[src/core/asrc_regs.svh]
/*
  Timing constants and pin widths of the asynchronous memory controller.
  Assumes a 250 MHz core clock (4 ns period).
*/
`ifndef ASRC_REGS_SVH
`define ASRC_REGS_SVH
`define ASRC_CLK_PERIOD_PS    4000
`define ASRC_ADDR_W           22
`define ASRC_DATA_W           16
`define ASRC_POWERUP_US       200
`define ASRC_POWERUP_CYC      (`ASRC_POWERUP_US * 1000000 / `ASRC_CLK_PERIOD_PS)
`define ASRC_RECOVERY_NS      55
`define ASRC_RECOVERY_CYC     ((`ASRC_RECOVERY_NS * 1000 + `ASRC_CLK_PERIOD_PS - 1) / `ASRC_CLK_PERIOD_PS)
`define ASRC_CYCLE_NS         55
`define ASRC_CYCLE_CYC        ((`ASRC_CYCLE_NS * 1000 + `ASRC_CLK_PERIOD_PS - 1) / `ASRC_CLK_PERIOD_PS)
`define ASRC_PULSE_NS         40
`define ASRC_PULSE_CYC        ((`ASRC_PULSE_NS * 1000 + `ASRC_CLK_PERIOD_PS - 1) / `ASRC_CLK_PERIOD_PS)
`define ASRC_SETUP_NS         25
`define ASRC_SETUP_CYC        ((`ASRC_SETUP_NS * 1000 + `ASRC_CLK_PERIOD_PS - 1) / `ASRC_CLK_PERIOD_PS)
`define ASRC_HZ_NS            20
`define ASRC_HZ_CYC           ((`ASRC_HZ_NS * 1000 + `ASRC_CLK_PERIOD_PS - 1) / `ASRC_CLK_PERIOD_PS)
`define ASRC_CNT_W            16
`endif

[src/core/asrc_pkg.sv]
/*
  Types of the asynchronous memory controller.
  Assumes asrc_regs.svh for all figures.
*/
package asrc_pkg;
  typedef enum logic [2:0] {
    ASRC_POWERUP,
    ASRC_IDLE,
    ASRC_READ,
    ASRC_WRITE,
    ASRC_WR_END,
    ASRC_TURN,
    ASRC_RETAIN,
    ASRC_RECOVER
  } asrc_state_t;
endpackage

[src/core/asrc_ctrl.sv]
/*
  Host controller for a 16-bit (or strapped 8-bit) asynchronous static memory.
  Drives address, selects, strobes and data pins from a request/answer port.
  Assumes the memory's inputs are sampled synchronously to core_clk_i.
*/
`timescale 1ns/1ps
`include "asrc_regs.svh"
// Overview of operation
// RULE1 - Width strap high selects two million sixteen-bit words, both lanes used.
// RULE2 - Strap low gives byte mode; top address bit active, lanes unused.
// RULE3 - Wait at least 200 us after supply settles before any access.
// RULE4 - Write only while strobe, both selects and a lane select are active.
// RULE5 - Write data stable 25 ns before and 0 ns after write end.
// RULE6 - Write cycle at least 55 ns; strobe, select, lane pulses 40 ns.
// RULE7 - Address valid at write start, 40 ns before end, held after.
// RULE8 - Read cycle at least 55 ns; data valid by 55 ns.
// RULE9 - Data valid within 25 ns of output drive enable falling.
// RULE10 - Lane data valid within 55 ns of its lane select falling.
// RULE11 - Old data held at least 6 ns after address change.
// RULE12 - Outputs float within 18 ns of disable, 20 ns after strobe falls.
// RULE13 - Memory starts driving no sooner than 5 or 10 ns.
// RULE14 - Memory deselected when a select inactive or both lanes high.
// RULE15 - Deselect before supply drop; wait 55 ns after recovery. Code deselects and waits only for a drop seen in idle.
// RULE16 - During reads strobe stays high, selects active, drive enable low.
// RULE17 - Selects released together with strobe high keep outputs floating.
module asrc_ctrl
  import asrc_pkg::*;
(
  input  wire logic                    core_clk_i,      // Core clock, 250 MHz
  input  wire logic                    reset_i,         // Sync reset, active high
  input  wire logic                    width_strap_i,   // High: 16-bit mode
  input  wire logic                    supply_ok_i,     // Supply settled
  input  wire logic                    req_valid_i,     // Request present
  input  wire logic                    req_write_i,     // 1 write, 0 read
  input  wire logic [`ASRC_ADDR_W-1:0] req_addr_i,      // Word or byte address
  input  wire logic [1:0]              req_lanes_i,     // Lane enables, bit1 upper
  input  wire logic [`ASRC_DATA_W-1:0] req_wdata_i,     // Write data
  output logic                         req_ready_o,     // Request taken
  output logic                         rsp_valid_o,     // Read data pulse
  output logic [`ASRC_DATA_W-1:0]      rsp_rdata_o,     // Read data
  output logic [`ASRC_ADDR_W-1:0]      mem_addr_o,      // Address pins
  output logic                         chip_select_low_n_o,   // Active low select
  output logic                         chip_select_high_o,    // Active high select
  output logic                         write_strobe_n_o,      // Write strobe
  output logic                         output_drive_en_n_o,   // Output drive enable
  output logic                         upper_byte_lane_select_n_o, // Upper lane
  output logic                         lower_byte_lane_select_n_o, // Lower lane
  input  wire logic [`ASRC_DATA_W-1:0] mem_data_i,      // Data pins in
  output logic [`ASRC_DATA_W-1:0]      mem_data_o,      // Data pins out
  output logic                         mem_data_oe_n_o  // Low while driving
);
  import asrc_pkg::*;

  asrc_state_t            state_reg;
  asrc_state_t            state_next;
  logic [`ASRC_ADDR_W-1:0] addr_reg;
  logic [`ASRC_DATA_W-1:0] wdata_reg;
  logic [`ASRC_DATA_W-1:0] rdata_reg;
  logic [1:0]              lanes_reg;
  logic                    rsp_reg;
  logic                    tmr_load;
  logic [`ASRC_CNT_W-1:0]  tmr_value;
  logic                    tmr_done;
  logic                    take;
  logic                    selected;
  logic [1:0]              lanes_eff;
  logic [`ASRC_ADDR_W-1:0] addr_eff;
  logic [15:0]             pu_cnt_reg;
  logic                    pu_done;

  // Byte mode: lower lane select only, top address bit carries the byte choice
  assign lanes_eff = width_strap_i ? req_lanes_i : 2'b01;   // see RULE1 see RULE2
  assign addr_eff  = width_strap_i ? {1'b0, req_addr_i[`ASRC_ADDR_W-2:0]} : req_addr_i;

  assign take        = (state_reg == ASRC_IDLE) && req_valid_i && supply_ok_i;
  assign req_ready_o = take;
  assign rsp_valid_o = rsp_reg;
  assign rsp_rdata_o = rdata_reg;

  // Selects asserted only in an access; otherwise deselected for standby
  assign selected = (state_reg == ASRC_READ) || (state_reg == ASRC_WRITE)
                    || (state_reg == ASRC_WR_END);                         // see RULE14
  assign mem_addr_o          = addr_reg;                                   // see RULE7
  assign chip_select_low_n_o = !selected;                                  // see RULE15
  assign chip_select_high_o  = selected;                                   // see RULE17
  assign write_strobe_n_o    = !(state_reg == ASRC_WRITE);                 // see RULE4 see RULE16
  assign output_drive_en_n_o = !(state_reg == ASRC_READ);                  // see RULE16
  assign upper_byte_lane_select_n_o = !(selected && lanes_reg[1]);
  assign lower_byte_lane_select_n_o = !(selected && lanes_reg[0]);
  assign mem_data_o      = wdata_reg;                                      // see RULE5
  // Drive through write end so hold is satisfied; never while reading
  assign mem_data_oe_n_o = !((state_reg == ASRC_WRITE) || (state_reg == ASRC_WR_END));

  always_comb
  begin
    state_next = state_reg;
    tmr_load   = 1'b0;
    tmr_value  = '0;
    case (state_reg)
      ASRC_POWERUP:
        if (pu_done)
          state_next = ASRC_IDLE;                                          // see RULE3
      ASRC_IDLE:
        if (!supply_ok_i)
          state_next = ASRC_RETAIN;
        else if (take)
        begin
          state_next = req_write_i ? ASRC_WRITE : ASRC_READ;
          tmr_load   = 1'b1;
          tmr_value  = req_write_i ? `ASRC_CNT_W'(`ASRC_CYCLE_CYC)
                                   : `ASRC_CNT_W'(`ASRC_CYCLE_CYC);       // see RULE6 see RULE8
        end
      ASRC_READ:
        if (tmr_done)
          state_next = ASRC_TURN;                                          // see RULE8 see RULE9 see RULE10
      ASRC_WRITE:
        if (tmr_done)
          state_next = ASRC_WR_END;                                        // see RULE6
      ASRC_WR_END:
        state_next = ASRC_IDLE;                                            // see RULE7
      ASRC_TURN:
      begin
        // One-cycle bus turnaround; the next drive can start 8 ns after the read, inside the 18 ns float time
        state_next = ASRC_IDLE;                                            // see RULE12 see RULE13
      end
      ASRC_RETAIN:
        if (supply_ok_i)
        begin
          state_next = ASRC_RECOVER;
          tmr_load   = 1'b1;
          tmr_value  = `ASRC_CNT_W'(`ASRC_RECOVERY_CYC);
        end
      ASRC_RECOVER:
        if (tmr_done)
          state_next = ASRC_IDLE;                                          // see RULE15
      default:
        state_next = ASRC_IDLE;
    endcase
  end

  asrc_timer u_timer
  (
    .core_clk_i (core_clk_i),
    .reset_i    (reset_i),
    .load_i     (tmr_load),
    .value_i    (tmr_value),
    .done_o     (tmr_done)
  );

  always_ff @(posedge core_clk_i)
  begin
    if (reset_i)
      state_reg <= ASRC_POWERUP;
    else
      state_reg <= state_next;
  end

  // Power-up wait runs once per reset; a later supply dip seen in idle uses the short recovery wait
  assign pu_done = (pu_cnt_reg == 16'(`ASRC_POWERUP_CYC - 1));
  always_ff @(posedge core_clk_i)
  begin
    if (reset_i)
      pu_cnt_reg <= '0;
    else if (supply_ok_i && !pu_done)
      pu_cnt_reg <= pu_cnt_reg + 16'h0001;                                 // see RULE3
  end

  always_ff @(posedge core_clk_i)
  begin
    if (reset_i)
    begin
      addr_reg  <= '0;
      wdata_reg <= '0;
      lanes_reg <= '0;
    end
    else if (take)
    begin
      addr_reg  <= addr_eff;
      wdata_reg <= req_wdata_i;
      lanes_reg <= lanes_eff;
    end
  end

  // Sample at the end of the full read cycle, after all access times
  always_ff @(posedge core_clk_i)
  begin
    if (reset_i)
    begin
      rdata_reg <= '0;
      rsp_reg   <= 1'b0;
    end
    else
    begin
      rsp_reg <= (state_reg == ASRC_READ) && tmr_done;
      if ((state_reg == ASRC_READ) && tmr_done)
        rdata_reg <= width_strap_i ? mem_data_i : {8'h00, mem_data_i[7:0]};
    end
  end

  a_read_strobe_high: assert property (@(posedge core_clk_i) disable iff (reset_i) // see RULE16
    !output_drive_en_n_o |-> write_strobe_n_o && !chip_select_low_n_o)
    else $error("strobe low during read");
  a_write_pulse_len: assert property (@(posedge core_clk_i) disable iff (reset_i) // see RULE6
    $fell(write_strobe_n_o) |-> !write_strobe_n_o [*8])
    else $error("write pulse too short");
  a_write_data_hold: assert property (@(posedge core_clk_i) disable iff (reset_i) // see RULE5
    $rose(write_strobe_n_o) |-> !mem_data_oe_n_o && $stable(mem_data_o))
    else $error("write data not held");
  a_write_addr_hold: assert property (@(posedge core_clk_i) disable iff (reset_i) // see RULE7
    !write_strobe_n_o |=> $stable(mem_addr_o))
    else $error("address moved in write");
  a_no_drive_read: assert property (@(posedge core_clk_i) disable iff (reset_i) // see RULE12
    !output_drive_en_n_o |-> mem_data_oe_n_o)
    else $error("bus contention");
  a_read_len: assert property (@(posedge core_clk_i) disable iff (reset_i) // see RULE8
    $fell(output_drive_en_n_o) |-> !output_drive_en_n_o [*8])
    else $error("read too short");
  a_powerup_wait: assert property (@(posedge core_clk_i) disable iff (reset_i) // see RULE3
    req_ready_o |-> pu_done)
    else $error("access before power-up wait");
  a_retain_desel: assert property (@(posedge core_clk_i) disable iff (reset_i) // see RULE15
    (state_reg == ASRC_RETAIN) |-> chip_select_low_n_o && !chip_select_high_o)
    else $error("selected in retention");
  a_write_selects: assert property (@(posedge core_clk_i) disable iff (reset_i) // see RULE4
    !write_strobe_n_o |-> !chip_select_low_n_o && chip_select_high_o
                          && !(upper_byte_lane_select_n_o && lower_byte_lane_select_n_o))
    else $error("write strobe without selects");
  a_byte_upper_idle: assert property (@(posedge core_clk_i) disable iff (reset_i) // see RULE2
    !width_strap_i && (state_reg != ASRC_IDLE) |-> upper_byte_lane_select_n_o)
    else $error("upper lane used in byte mode");
  c_byte_read: cover property (@(posedge core_clk_i) rsp_valid_o && !width_strap_i);
  c_read: cover property (@(posedge core_clk_i) rsp_valid_o);
  c_write: cover property (@(posedge core_clk_i) $rose(write_strobe_n_o));
  c_retain: cover property (@(posedge core_clk_i) state_reg == ASRC_RETAIN);
endmodule

[src/core/asrc_timer.sv]
/*
  Down counter with load; done is high when the count is zero and no load is present.
  Assumes a synchronous active-high reset.
*/
`timescale 1ns/1ps
`include "asrc_regs.svh"
module asrc_timer
(
  input  wire logic                   core_clk_i, // Core clock
  input  wire logic                   reset_i,    // Sync reset
  input  wire logic                   load_i,     // Load pulse
  input  wire logic [`ASRC_CNT_W-1:0] value_i,    // Cycles to wait
  output logic                        done_o      // Count expired
);
  logic [`ASRC_CNT_W-1:0] cnt_reg;
  logic [`ASRC_CNT_W-1:0] cnt_next;

  assign cnt_next = load_i ? value_i : (cnt_reg != '0 ? cnt_reg - 1'b1 : cnt_reg);
  assign done_o   = (cnt_reg == '0) && !load_i;

  always_ff @(posedge core_clk_i)
  begin
    if (reset_i)
      cnt_reg <= '0;
    else
      cnt_reg <= cnt_next;
  end
endmodule

[config.mk]
export PLATFORM = sky130hd
export DESIGN_NAME = asrc_ctrl
export DESIGN_NICKNAME = d
export VERILOG_FILES = /design/src/core/asrc_pkg.sv /design/src/core/asrc_ctrl.sv /design/src/core/asrc_timer.sv
export VERILOG_INCLUDE_DIRS = /design/src /design/src/core
export SDC_FILE = /design/constraint.sdc
export NUM_CORES = 1
export LEC_CHECK = 0
export BUFFER_PORTS_ARGS = -buffer_cell sky130_fd_sc_hd__buf_2
export CAP_MARGIN = 0
export CORE_AREA = 2 2 113 115
export DETAILED_ROUTE_END_ITERATION = 12
export DIE_AREA = 0 0 115 117
export HOLD_SLACK_MARGIN = 0.15
export PLACE_DENSITY_LB_ADDON = 0.2
export SLEW_MARGIN = 20
export SYNTH_ARGS = -nofsm -noshare
export SYNTH_HDL_FRONTEND = slang
export SYNTH_HIERARCHICAL = 1
export SYNTH_SLANG_ARGS = --single-unit
export TNS_END_PERCENT = 50
[constraint.sdc]
create_clock -name core_clk_i -period 2.37 [get_ports core_clk_i]
set_input_delay 0.237 -clock core_clk_i [delete_from_list [all_inputs] [get_ports core_clk_i]]
set_output_delay 0.237 -clock core_clk_i [all_outputs]
set_load 0.03 [all_outputs]
Yosys cells after proc, flatten, opt, wreduce, memory -nomap -nowiden

Index checks and enable logic that the tools add are counted.

Add/subtract/negate cells: 2
$mul: 0
Divide/modulo/power cells: 0
Magnitude comparators: 0
Eq/ne operators: 14
Shifts and indexed selects: 0
Multiplexer cells: 22
Bitwise logic cells: 0
Reductions and logical operators: 24

Operators by type and width:

| operator                                                              | count |
|---|---|
| 16-bit two-way mux                                                    | 3 |
| 22-bit two-way mux                                                    | 1 |
| 3-bit two-way mux                                                     | 7 |
| 3-bit case mux with 7 select lines                                    | 1 |
| 16-bit by 1-bit adder with 16-bit output, second input constant       | 1 |
| 16-bit equality test, second input constant                           | 1 |
| 16-bit zero test                                                      | 1 |
| 16-bit nonzero test                                                   | 1 |
| 16-bit by 1-bit subtractor with 16-bit output, second input constant  | 1 |
| 3-bit equality test, second input constant                            | 4 |
| 4-bit two-way mux                                                     | 3 |
| 2-bit != test, second input constant                                  | 5 |
| 1-bit zero test                                                       | 8 |
| 4-bit case mux with 2 select lines                                    | 1 |
| 1-bit logical AND                                                     | 7 |
| 3-bit by 2-bit equality test with 1-bit output, second input constant | 2 |
| 6-bit AND reduction                                                   | 1 |
| 1-bit two-way mux                                                     | 4 |
| 3-bit by 1-bit equality test with 1-bit output, second input constant | 1 |
| 3-bit zero test                                                       | 1 |
| 1-bit logical OR                                                      | 3 |
| 3-bit != test, second input constant                                  | 1 |
| 2-bit two-way mux                                                     | 1 |
| 1-bit case mux with 2 select lines                                    | 1 |
| 2 further kinds                                                       | 2 |

Flip-flop bits (word level): 92
Latch bits: 0
Memory bits (writable): 0
Memory bits (read-only): 0
Input port bits: 62
Word-level logic and storage cells: 70
Memories: 0

Longest topological paths before layout

Gate-level depths: netlist of the first run.

Depth in word-level cells: 10
Gate-level depth with buffers: 12

Cells and area by module

The synthesis of the first run kept the hierarchy.

Modules (own cells, without submodules):

| module     | instances | cells each | area an instance (µm²) | seq. area each (µm²) |
|---|---|---|---|---|
| asrc_ctrl  | 1         | 374        | 2999.1                 | 1521.5 |
| asrc_timer | 1         | 120        | 991.0                  | 320.3 |

Worst setup path before layout of the first run

No wires, ideal clock.

Path kind: flip-flop to flip-flop
Start: reg u_timer.cnt_reg[0]
End: reg rdata_reg[14] (netlist: rsp_rdata_o[14])
Library setup time: 0.070 ns
Arrival time: 2.320 ns
Data required time: 2.300 ns
Setup slack: -0.020 ns
Cell stages (with the launch flop): 11
Path buffers: 2
Cell sequence: dfxtp_1 inv_1 ha_1 nor3b_1 nand3_1 nor2_2 and2_1 clkbuf_1 buf_4 nand3_1 a21oi_1

Longest elaborated chain between the ends: 3

Ends and longest elaborated chain:

| item                   | line             | text |
|---|---|---|
| from (decl)            | asrc_timer.sv:15 | `` logic [`ASRC_CNT_W-1:0] cnt_reg; `` |
| from (signal assigned) | asrc_timer.sv:26 | `cnt_reg <= cnt_next;` |
| 16-bit zero test       | asrc_timer.sv:19 | `assign done_o = (cnt_reg == '0) && !load_i;` |
| 1-bit logical AND      | asrc_timer.sv:19 |  |
| named net tmr_done     | asrc_ctrl.sv:63  | `logic tmr_done;` |
| 1-bit logical AND      | asrc_ctrl.sv:195 | `if ((state_reg == ASRC_READ) && tmr_done)` |
| to (signal assigned)   | asrc_ctrl.sv:196 | `rdata_reg <= width_strap_i ? mem_data_i : {8'h00, mem_data_i[7:0]};` |
| to (decl)              | asrc_ctrl.sv:58  | `` logic [`ASRC_DATA_W-1:0] rdata_reg; `` |

The timed path passes the listed nets, and every way through them passes these cells.
A chain may end at the register's enable or synchronous reset.

Final worst setup path of the first run

Start: reg state_reg[1]
End: out lower_byte_lane_select_n_o

Longest elaborated chain between the ends: 5

Ends and longest elaborated chain:

| item                                           | line             | text |
|---|---|---|
| from (decl)                                    | asrc_ctrl.sv:54  | `asrc_state_t state_reg;` |
| from (signal assigned)                         | asrc_ctrl.sv:155 | `state_reg <= state_next;` |
| 3-bit by 2-bit equality test with 1-bit output | asrc_ctrl.sv:81  | `assign selected = (state_reg == ASRC_READ) \|\| (state_reg == ASRC_WRITE)` |
| 1-bit logical OR                               | asrc_ctrl.sv:81  |  |
| 1-bit logical OR (*)                           | asrc_ctrl.sv:82  | `\|\| (state_reg == ASRC_WR_END);` |
| 1-bit logical AND (*)                          | asrc_ctrl.sv:89  | `assign lower_byte_lane_select_n_o = !(selected && lanes_reg[0]);` |
| 1-bit zero test (*)                            | asrc_ctrl.sv:89  |  |
| to (decl)                                      | asrc_ctrl.sv:47  | `output logic lower_byte_lane_select_n_o,` |

Mark *: on every way between the ends. The rest lies on a longest branch, timed or not.

==> flow_summary.toml, run 1 <==
[placement]
placed_cell_area_sq_mm = 0.00486
dp.cells = 769
place_congestion = 0.823
hpwlAfterDp_mm = 7.94
placement.io_buffers = 124

[logic_synthesis]
seq_area_frac_synth_pct = 46.2
synth_area_leader_cell = "dfxtp_1"
netlist.area_leader.share_pct = 46.2
ys_ff_latch = 92
yosysWarnings = 6
synthCells = 494
synth_edf_count = 0
synth_cell_types = 61
synthFlopType = "dfxtp_1"
ys_async_sr_fraction_pct = 0
syn_area_sq_mm = 0.00399
avgSynthCellArea_sq_um = 8.08
synth.area.top_cells = "dfxtp_1 46%, nand2_1 11%, a21oi_1 9.2%"

[die]
die_area_sq_mm = 0.0135
ios = 125
start_util_pct = 32.4
core_sq_mm = 0.0123
die_w_um = 115
fp-row-count = 41
fp.dieH_um = 117

[finish]
areaGrowthSynthToFinish_pct = 41.0
final_common_cell = "buf_2"
final_cell_mix = "124 x buf_2, 117 x nand2_1, 92 x dfxtp_1, 73 x a21oi_1, 49 x dlygate4sd3_1"
finalNonFillerCells = 833
final_nets = 743
largest_register_ffs = 22
design_area_sq_mm = 0.00563
drive_above_1_share_pct = 25.8
diodes = 0

[drt]
vias = 4061
wl_mm = 11.6
drc = 0
firstDrtPassIters = 4
avgRoutedWirePerCell_um = 13.9
drt_iter0_markers = 189
via_per_inst = 4.88
postRouteAntennaNets = 0

[timing]
fin_crit_ns = 2.11
fin_crit_sh_pct = 89.1
tns_ns = 0
worst_pin_slew_ns = 0.677
slew_headroom_pct = 54.8
fmax_mhz = 474
slew_viol_final = 0
rsz0062_at_grt = "no"
finalHoldViolCount = 0
setup_viol = 0
finClkSkew_ns = 0.00545

[grt]
grt_antenna_before_repair = 0
grt_max_degree = 41
grt_pass1_wl_mm = 18.7
grt_pass1_vias = 3971
grt.overflow.total = 0
track_usage_pct = 17.6

[clock_tree]
clockBufferDepth = 2
insertion_delay_ns = 0.34
cts_sinks = 92
cts_setup_buffers = 0
htree_levels = 3
cts_buffers = 9
cts_root_buf = "clkbuf_16"
clk_pin_slew_ns = 0.06
cts_tree = "done"

[critical_path]
r2r-end = "rsp_rdata_o[15]$_SDFFE_PP0P_"
worstSetupPathType = "flip-flop to output port"
crit_path_max_fanout = 9
endpoint = "lower_byte_lane_select_n_o"
r2r_start = "state_reg[2]$_SDFFE_PP0P_"
critical_path_arrival_ns = 1.87
r2r_cells = 10
cp-start-kind = "flip-flop"
crit_start = "state_reg[1]$_SDFFE_PP0P_"
cp.required_ns = 2.13
critPathCaptureType = "output port"
r2r_slack_ns = 0.27

[power_and_ir_drop]
peakVddDrop_v = 0.000363
power_density_mw_per_mm2 = 874
cellLeakagePower_nw = 2.29
total_power_mw = 4.92

[job]
cap_violations = 0

[outcome]
status = "completed"

[worst_hold_path]
hp-class = "input pin to flip-flop"
## synthesized netlist by cell type, types with 3 or more instances
| master | count |
|---|---|
| clkbuf_1 | 22 |
| dfxtp_1 | 92 |
| nor2_1 | 28 |
| a31oi_1 | 3 |
| nor4_1 | 5 |
| buf_2 | 4 |
| nand3_1 | 23 |
| nor2b_1 | 4 |
| a211oi_1 | 5 |
| nand2_1 | 118 |
| a21oi_1 | 73 |
| xor2_1 | 6 |
| nand4_1 | 6 |
| or3_1 | 4 |
| or4_4 | 3 |
| inv_1 | 13 |
| nor3b_1 | 4 |
| nor3_1 | 10 |
| o21ai_0 | 11 |
| xnor2_1 | 7 |
## per-layer routing
metal  routed length (um)  GRT usage, %
met3                  785          5.87
met1                 5000          20.8
met2                 5570          29.1
met4                  228          7.87
met5                    0             0
## critical path, cell delays in order, from the launching register on
cell     delay, ns
dfxtp_1       0.36
buf_4         0.17
nor3b_1       0.41
inv_1         0.11
nand2_1       0.21
nand2_1       0.10
buf_2         0.18
## repair_timing
action | CTS | global route
setup endpoints to repair | 0 | 16
resized for setup | 0 | 1
endpoints found under the hold margin | 49 | 0
hold buffers | 49 | 0
## power breakdown
part           leakage, nW  internal (mW)  switching (mW)  total [mW]
Clock                0.133          0.743           0.598        1.34
Sequential           0.744           1.70           0.172        1.87
Combinational         1.41          0.772           0.938        1.71
## worst min path at each step
stage | startpoint | endpoint | slack (ns) | cells past startpoint
finish | req_lanes_i[1] | lanes_reg[1]$_SDFFE_PP0P_ | 0.16 | 3
global route | mem_data_i[10] | rsp_rdata_o[10]$_SDFFE_PP0P_ | 0.17 | 3
CTS | req_lanes_i[1] | lanes_reg[1]$_SDFFE_PP0P_ | 0.15 | 3
detailed placement | rsp_rdata_o[9]$_SDFFE_PP0P_ | rsp_rdata_o[9]$_SDFFE_PP0P_ | 0.44 | 2
global placement | rsp_rdata_o[8]$_SDFFE_PP0P_ | rsp_rdata_o[8]$_SDFFE_PP0P_ | 0.44 | 2
floorplan | reset_i | u_timer/cnt_reg[9]$_SDFFE_PP0N_ | 0.31 | 1
## logic make-up (layout without fill, tap and decap cells)
family / Yosys count / after routing / synth area share, %
DFF: 92 / 92 / 46.2
buffers and inverters: 42 / 219 / 4.36
AOI/OAI and AO/OA: 116 / 116 / 17.8
muxes: 3 / 3 / 0.784
and+or+nand+nor: 225 / 225 / 27.3
xor gates and xnor gates: 13 / 13 / 2.85
adders and majority gates: 2 / 2 / 0.627
other: 1 / 13 / 0.0940
## per-stage QoR
| stage | setup WS (ns) | hold slack [ns] | utilization, % |
|---|---|---|---|
| 2_1_floorplan | 0.0621 | 0.313 | - |
| 3_3_place_gp | 0.323 | 0.436 | 39.5 |
| 3_5_place_dp | 0.246 | 0.443 | 39.5 |
| 4_1_cts | 0.229 | 0.154 | 45.7 |
| 5_1_grt | 0.0133 | 0.172 | 45.7 |
| 6_report | 0.259 | 0.164 | 45.7 |
## layout make-up
cell class / count / area (sq um)
Clock buffer: 11 / 243
Clock inverter: 4 / 33.8
Fill cell: 1238 / 6680
Inverter: 13 / 48.8
Multi-Input combinational cell: 372 / 2030
Sequential cell: 92 / 1840
Tap cell: 150 / 188
Timing Repair Buffer: 191 / 1250
Note: power is estimated with default switching activity, not from simulation.
==> inputs of run 2 (changes only) <==
--- a/config.mk
+++ b/config.mk
@@ -10,5 +10,5 @@
 export CAP_MARGIN = 0
-export CORE_AREA = 2 2 113 115
+export CORE_AREA = 2 2 119 121
 export DETAILED_ROUTE_END_ITERATION = 12
-export DIE_AREA = 0 0 115 117
+export DIE_AREA = 0 0 121 123
 export HOLD_SLACK_MARGIN = 0.15
--- a/constraint.sdc
+++ b/constraint.sdc
@@ -3,2 +3,2 @@
 set_output_delay 0.237 -clock core_clk_i [all_outputs]
-set_load 0.03 [all_outputs]
+set_load 0.02 [all_outputs]
==> run 2 against run 1 <==
Effect of this change: final cell count rose by 2.9%; worst hold slack got worse by 0.0033 ns; largest power group unchanged; global-route usage fell by 2.3 points; register-to-register slack improved by 0.05 ns; power shrank 0.24%; via count fell by 0.30%; first-iteration DRC count down 14%.
==> flow_summary.toml, run 2 (synthesis results as in run 1) <==
[finish]
fin_util_pct = 41.4
final_cell_mix = "124 x buf_2, 117 x nand2_1, 92 x dfxtp_1, 73 x a21oi_1, 47 x dlygate4sd3_1"
multi_input_area_sq_mm = 0.00203
finalNonFillerCells = 857
final_nets = 736
drive_above_1_share_pct = 25.4
fillers = 1382
design_area_sq_mm = 0.00563
diodes = 0
areaGrowthSynthToFinish_pct = 41.1
final_common_cell = "buf_2"
seq_area_sq_mm = 0.00184
largest_register_ffs = 22

[die]
fp-row-count = 43
fp.dieH_um = 123
start_util_pct = 29.3
core_sq_mm = 0.0136
die_area_sq_mm = 0.0149
ios = 125
die_w_um = 121

[clock_tree]
cts_sinks = 92
clk_pin_slew_ns = 0.07
clockBufferDepth = 2
cts_buffers = 9
cts_tree = "done"
htree_levels = 3
cts_root_buf = "clkbuf_16"
insertion_delay_ns = 0.35

[timing]
setup_viol = 0
finClkSkew_ns = 0.00899
slew_viol_final = 0
worst_pin_slew_ns = 0.960
rsz0062_at_grt = "no"
fmax_mhz = 466
tns_ns = 0
fin_crit_sh_pct = 90.5
slew_headroom_pct = 36.0
finalHoldViolCount = 0
fin_crit_ns = 2.14

[critical_path]
worstSetupPathType = "flip-flop to output port"
cp_cell_sequence = "nor3b_1, inv_1, nand2_1, nand2_1, buf_2"
r2r-end = "u_timer/cnt_reg[2]$_SDFFE_PP0N_"
r2r_start = "state_reg[0]$_SDFFE_PP0P_"
r2r_slack_ns = 0.32
slowest_stage = "dfxtp_1"
cp.required_ns = 2.13
cpMostUsedCell = "nand2_1"
r2r_cells = 7
cpPeakStageDelay_ns = 0.50
cp-start-kind = "flip-flop"
critPathCaptureType = "output port"
critical_path_arrival_ns = 1.91
crit_path_max_fanout = 11

[placement]
place_congestion = 0.821
dp.cells = 794
placement.io_buffers = 124
hpwlAfterDp_mm = 7.49
placed_cell_area_sq_mm = 0.00487

[power_and_ir_drop]
clockPowerShare_pct = 28.2
swShare_pct = 34.1
switchingPower_mw = 1.67
seqPwrFrac_pct = 38.0
peakVddDrop_v = 0.000387
p_int_mw = 3.23
cellLeakagePower_nw = 2.26
power_density_mw_per_mm2 = 871
power_frac_comb_pct = 33.8
total_power_mw = 4.91

[grt]
grt_antenna_before_repair = 0
track_usage_pct = 15.2
grt.overflow.total = 0
grt_pass1_wl_mm = 18.1
grt_pass1_vias = 3788
grt_max_degree = 50

[drt]
drc = 0
avgRoutedWirePerCell_um = 13.0
firstDrtPassIters = 6
via_per_inst = 4.72
wl_mm = 11.1
drt_iter0_markers = 163
vias = 4049
postRouteAntennaNets = 0

[outcome]
status = "completed"

[worst_hold_path]
min_path_cells = 3
hp-class = "input pin to flip-flop"
worstHoldEndpoint = "rsp_rdata_o[12]$_SDFFE_PP0P_"
min-delay-start = "mem_data_i[12]"

[job]
cap_violations = 0
## run 2: cell type report
| type | count | area share, % |
|---|---|---|
| clock buffers | 12 | 4.55 |
| clock inverters | 4 | 0.555 |
| well taps | 180 | 4.00 |
| flip-flops and latches | 92 | 32.7 |
| repair buffers | 184 | 21.3 |
| inverters | 13 | 0.866 |
| multi-input cells | 372 | 36.0 |
## run 2: what timing repair did
| item | in CTS | in global routing |
|---|---|---|
| resized for setup | 0 | 1 |
| endpoints found under the setup margin | 0 | 5 |
| endpoints found under the hold margin | 47 | 0 |
| hold buffers | 47 | 0 |
| buffers inserted | 0 | 0 |
## run 2: critical path: cells and delay by family, from the launching register on
kind	cells	cell delay [ns]
AND/OR/NAND/NOR	3	0.76
flip-flops	1	0.50
buffers and inverters	2	0.30
## run 2: stage by stage
step | setup WS [ns] | hold slack [ns]
floorplan | 0.0621 | 0.313
global placement | 0.346 | 0.437
detailed placement | 0.276 | 0.445
CTS | 0.249 | 0.151
global route | 0.0417 | 0.163
finish | 0.226 | 0.161
## run 2: power groups by stage
| stage | Combinational, mW | Sequential [mW] | Clock, mW |
|---|---|---|---|
| 5_1_grt | 1.85 | 1.89 | 1.50 |
| 3_5_place_dp | 1.60 | 1.89 | 0 |
| 4_1_cts | 1.66 | 1.86 | 1.43 |
| 3_3_place_gp | 1.58 | 1.89 | 0 |
| 2_1_floorplan | 0.935 | 1.83 | 0 |
| 6_report | 1.66 | 1.86 | 1.39 |
## run 2: worst max-delay path by stage
stage,start,to,cells after the start
6_report,state_reg[1]$_SDFFE_PP0P_,upper_byte_lane_select_n_o,5
5_1_grt,state_reg[1]$_SDFFE_PP0P_,upper_byte_lane_select_n_o,5
4_1_cts,state_reg[1]$_SDFFE_PP0P_,upper_byte_lane_select_n_o,5
3_5_place_dp,state_reg[1]$_SDFFE_PP0P_,rsp_rdata_o[0]$_SDFFE_PP0P_,9
3_3_place_gp,u_timer/cnt_reg[7]$_SDFFE_PP0N_,rsp_rdata_o[0]$_SDFFE_PP0P_,6
2_1_floorplan,u_timer/cnt_reg[7]$_SDFFE_PP0N_,rsp_rdata_o[14]$_SDFFE_PP0P_,9
## run 2: routing by layer
layer	GRT usage [%]	share of wire (%)	up-vias	routed length, um
li1	-	-	2051	-
met1	19.5	46	1891	5150
met2	23.7	46	96	5180
met3	5.35	5.8	11	651
met4	5.67	1.5	0	162
met5	0	0	-	0
==> inputs of run 3 (changes only) <==
CORE_AREA = 2 2 97 99   (was 2 2 119 121)
DIE_AREA = 0 0 99 101   (was 0 0 121 123)
==> run 3 against run 2 <==
Effect of this change: power fell by 12%; highest routed layer unchanged; register-to-register slack lost 0.06 ns; maximum frequency increased by 1.4%; core utilization is 21 points higher; die area shrank 33%; worst hold slack about the same; critical path type is now flip-flop to flip-flop.
==> flow_summary.toml, run 3 (synthesis results as in run 1) <==
[timing]
slew_viol_final = 0
worst_pin_slew_ns = 0.488
fin_hold_ws_ns = 0.161
setup_viol = 0
finClkSkew_ns = 0.0143
fin_crit_ns = 2.11
slew_headroom_pct = 67.1
tns_ns = 0
finalHoldViolCount = 0
fin_crit_sh_pct = 89.2
setup_ws_ns = 0.256
rsz0062_at_grt = "no"
fmax_mhz = 473

[critical_path]
r2r_start = "u_timer/cnt_reg[0]$_SDFFE_PP0N_"
r2r-end = "rsp_rdata_o[3]$_SDFFE_PP0P_"
crit_path_max_fanout = 17
r2r_cells = 10
r2r_slack_ns = 0.26
critPathCaptureType = "flip-flop"
cp-start-kind = "flip-flop"
worstSetupPathType = "flip-flop to flip-flop"
cp.required_ns = 2.61
critical_path_arrival_ns = 2.35

[drt]
firstDrtPassIters = 4
vias = 4165
routedLengthMet1_mm = 4.75
avgRoutedWirePerCell_um = 13.9
top_layer = "met4"
postRouteAntennaNets = 0
wl_met2_mm = 5.45
via_per_inst = 5.21
route.met3.wl_um = 692
drt_iter0_markers = 199
wl_mm = 11.1
drc = 0

[worst_hold_path]
min_path_cells = 3
worstHoldEndpoint = "mem_addr_o[12]$_SDFFE_PP0P_"
min-delay-start = "req_addr_i[12]"
hp-class = "input pin to flip-flop"

[power_and_ir_drop]
peakVddDrop_v = 0.000437
total_power_mw = 4.30
cellLeakagePower_nw = 2.27
power_density_mw_per_mm2 = 775

[finish]
diodes = 0
drive_above_1_share_pct = 25.4
seq_area_sq_mm = 0.00184
fin_util_pct = 61.9
fillers = 768
final_cell_mix = "124 x buf_2, 118 x nand2_1, 92 x dfxtp_1, 73 x a21oi_1, 54 x dlygate4sd3_1"
final_nets = 747
final_common_cell = "buf_2"
largest_register_ffs = 22
finalNonFillerCells = 799
design_area_sq_mm = 0.00556
multi_input_area_sq_mm = 0.00202
areaGrowthSynthToFinish_pct = 39.3

[placement]
place_congestion = 0.866
placement.io_buffers = 124
place_worst_setup_slack_ns = 0.279
dp.cells = 729
placed_cell_area_sq_mm = 0.00481
hpwlAfterDp_mm = 7.27

[clock_tree]
cts_resized = 0
cts_setup_buffers = 0
cts_hold_buf = 54
clk_pin_slew_ns = 0.09
cts_sinks = 92
cts_root_buf = "clkbuf_8"
cts_tree = "done"
htree_levels = 3
clockBufferDepth = 2
cts_buffers = 9
insertion_delay_ns = 0.35

[die]
core_sq_mm = 0.00898
die_w_um = 99
die_area_sq_mm = 0.0100
fp.dieH_um = 101
fp-row-count = 35
start_util_pct = 44.4
ios = 125

[job]
cap_violations = 0

[grt]
grt.overflow.total = 0
grt_antenna_before_repair = 0
grt_pass1_vias = 4007
grt_max_degree = 41
track_usage_pct = 22.2
grt_pass1_wl_mm = 18.4

[outcome]
status = "completed"
[run 3: changes by cell type in the layout (fill, tap and decap cells not counted), moves of 2 or more]
cell,before,now
clkinvlp_4,3,1
dlygate4sd3_1,47,54
clkbuf_16,9,0
buf_4,12,16
clkbuf_8,2,10
[run 3: final cells by class]
cell class / count / share of cell area, %
multi-input combinational: 372 / 36.4
sequential: 92 / 33.1
timing repair buffer: 195 / 23.4
clock buffer: 11 / 2.54
tap: 111 / 2.50
clock inverter: 5 / 1.08
inverter: 13 / 0.878
[run 3: routing by layer]
metal	GRT usage (%)	up-vias
met5	0	-
met4	8.11	0
met3	5.48	20
met2	37.7	136
met1	27.5	1933
li1	-	2076
[run 3: how the worst max path moves through the flow]
stage                                         start                            to  slack [ns]  cells after the start
floorplan           u_timer/cnt_reg[7]$_SDFFE_PP0N_  rsp_rdata_o[14]$_SDFFE_PP0P_        0.06                      9
global placement    u_timer/cnt_reg[0]$_SDFFE_PP0N_  rsp_rdata_o[10]$_SDFFE_PP0P_        0.38                     10
detailed placement  u_timer/cnt_reg[0]$_SDFFE_PP0N_   rsp_rdata_o[6]$_SDFFE_PP0P_        0.28                     10
CTS                 u_timer/cnt_reg[0]$_SDFFE_PP0N_  rsp_rdata_o[10]$_SDFFE_PP0P_        0.27                     10
global route        u_timer/cnt_reg[0]$_SDFFE_PP0N_  rsp_rdata_o[11]$_SDFFE_PP0P_        0.04                     10
finish              u_timer/cnt_reg[0]$_SDFFE_PP0N_   rsp_rdata_o[3]$_SDFFE_PP0P_        0.26                     10
[run 3: where the power goes]
group / switching (mW) / leakage, nW / internal, mW
Sequential: 0.137 / 0.744 / 1.67
Combinational: 0.761 / 1.43 / 0.658
Clock: 0.556 / 0.0999 / 0.521
[run 3: critical path: stages (launching register included)]
cell and delay [ns]:
dfxtp_1 0.35, inv_1 0.10, ha_1 0.18, nor3b_2 0.36, nand3_1 0.24, nor2_2 0.22, buf_4 0.17, nand2_1 0.05
buf_4 0.20, nand2_1 0.08, a21oi_1 0.06
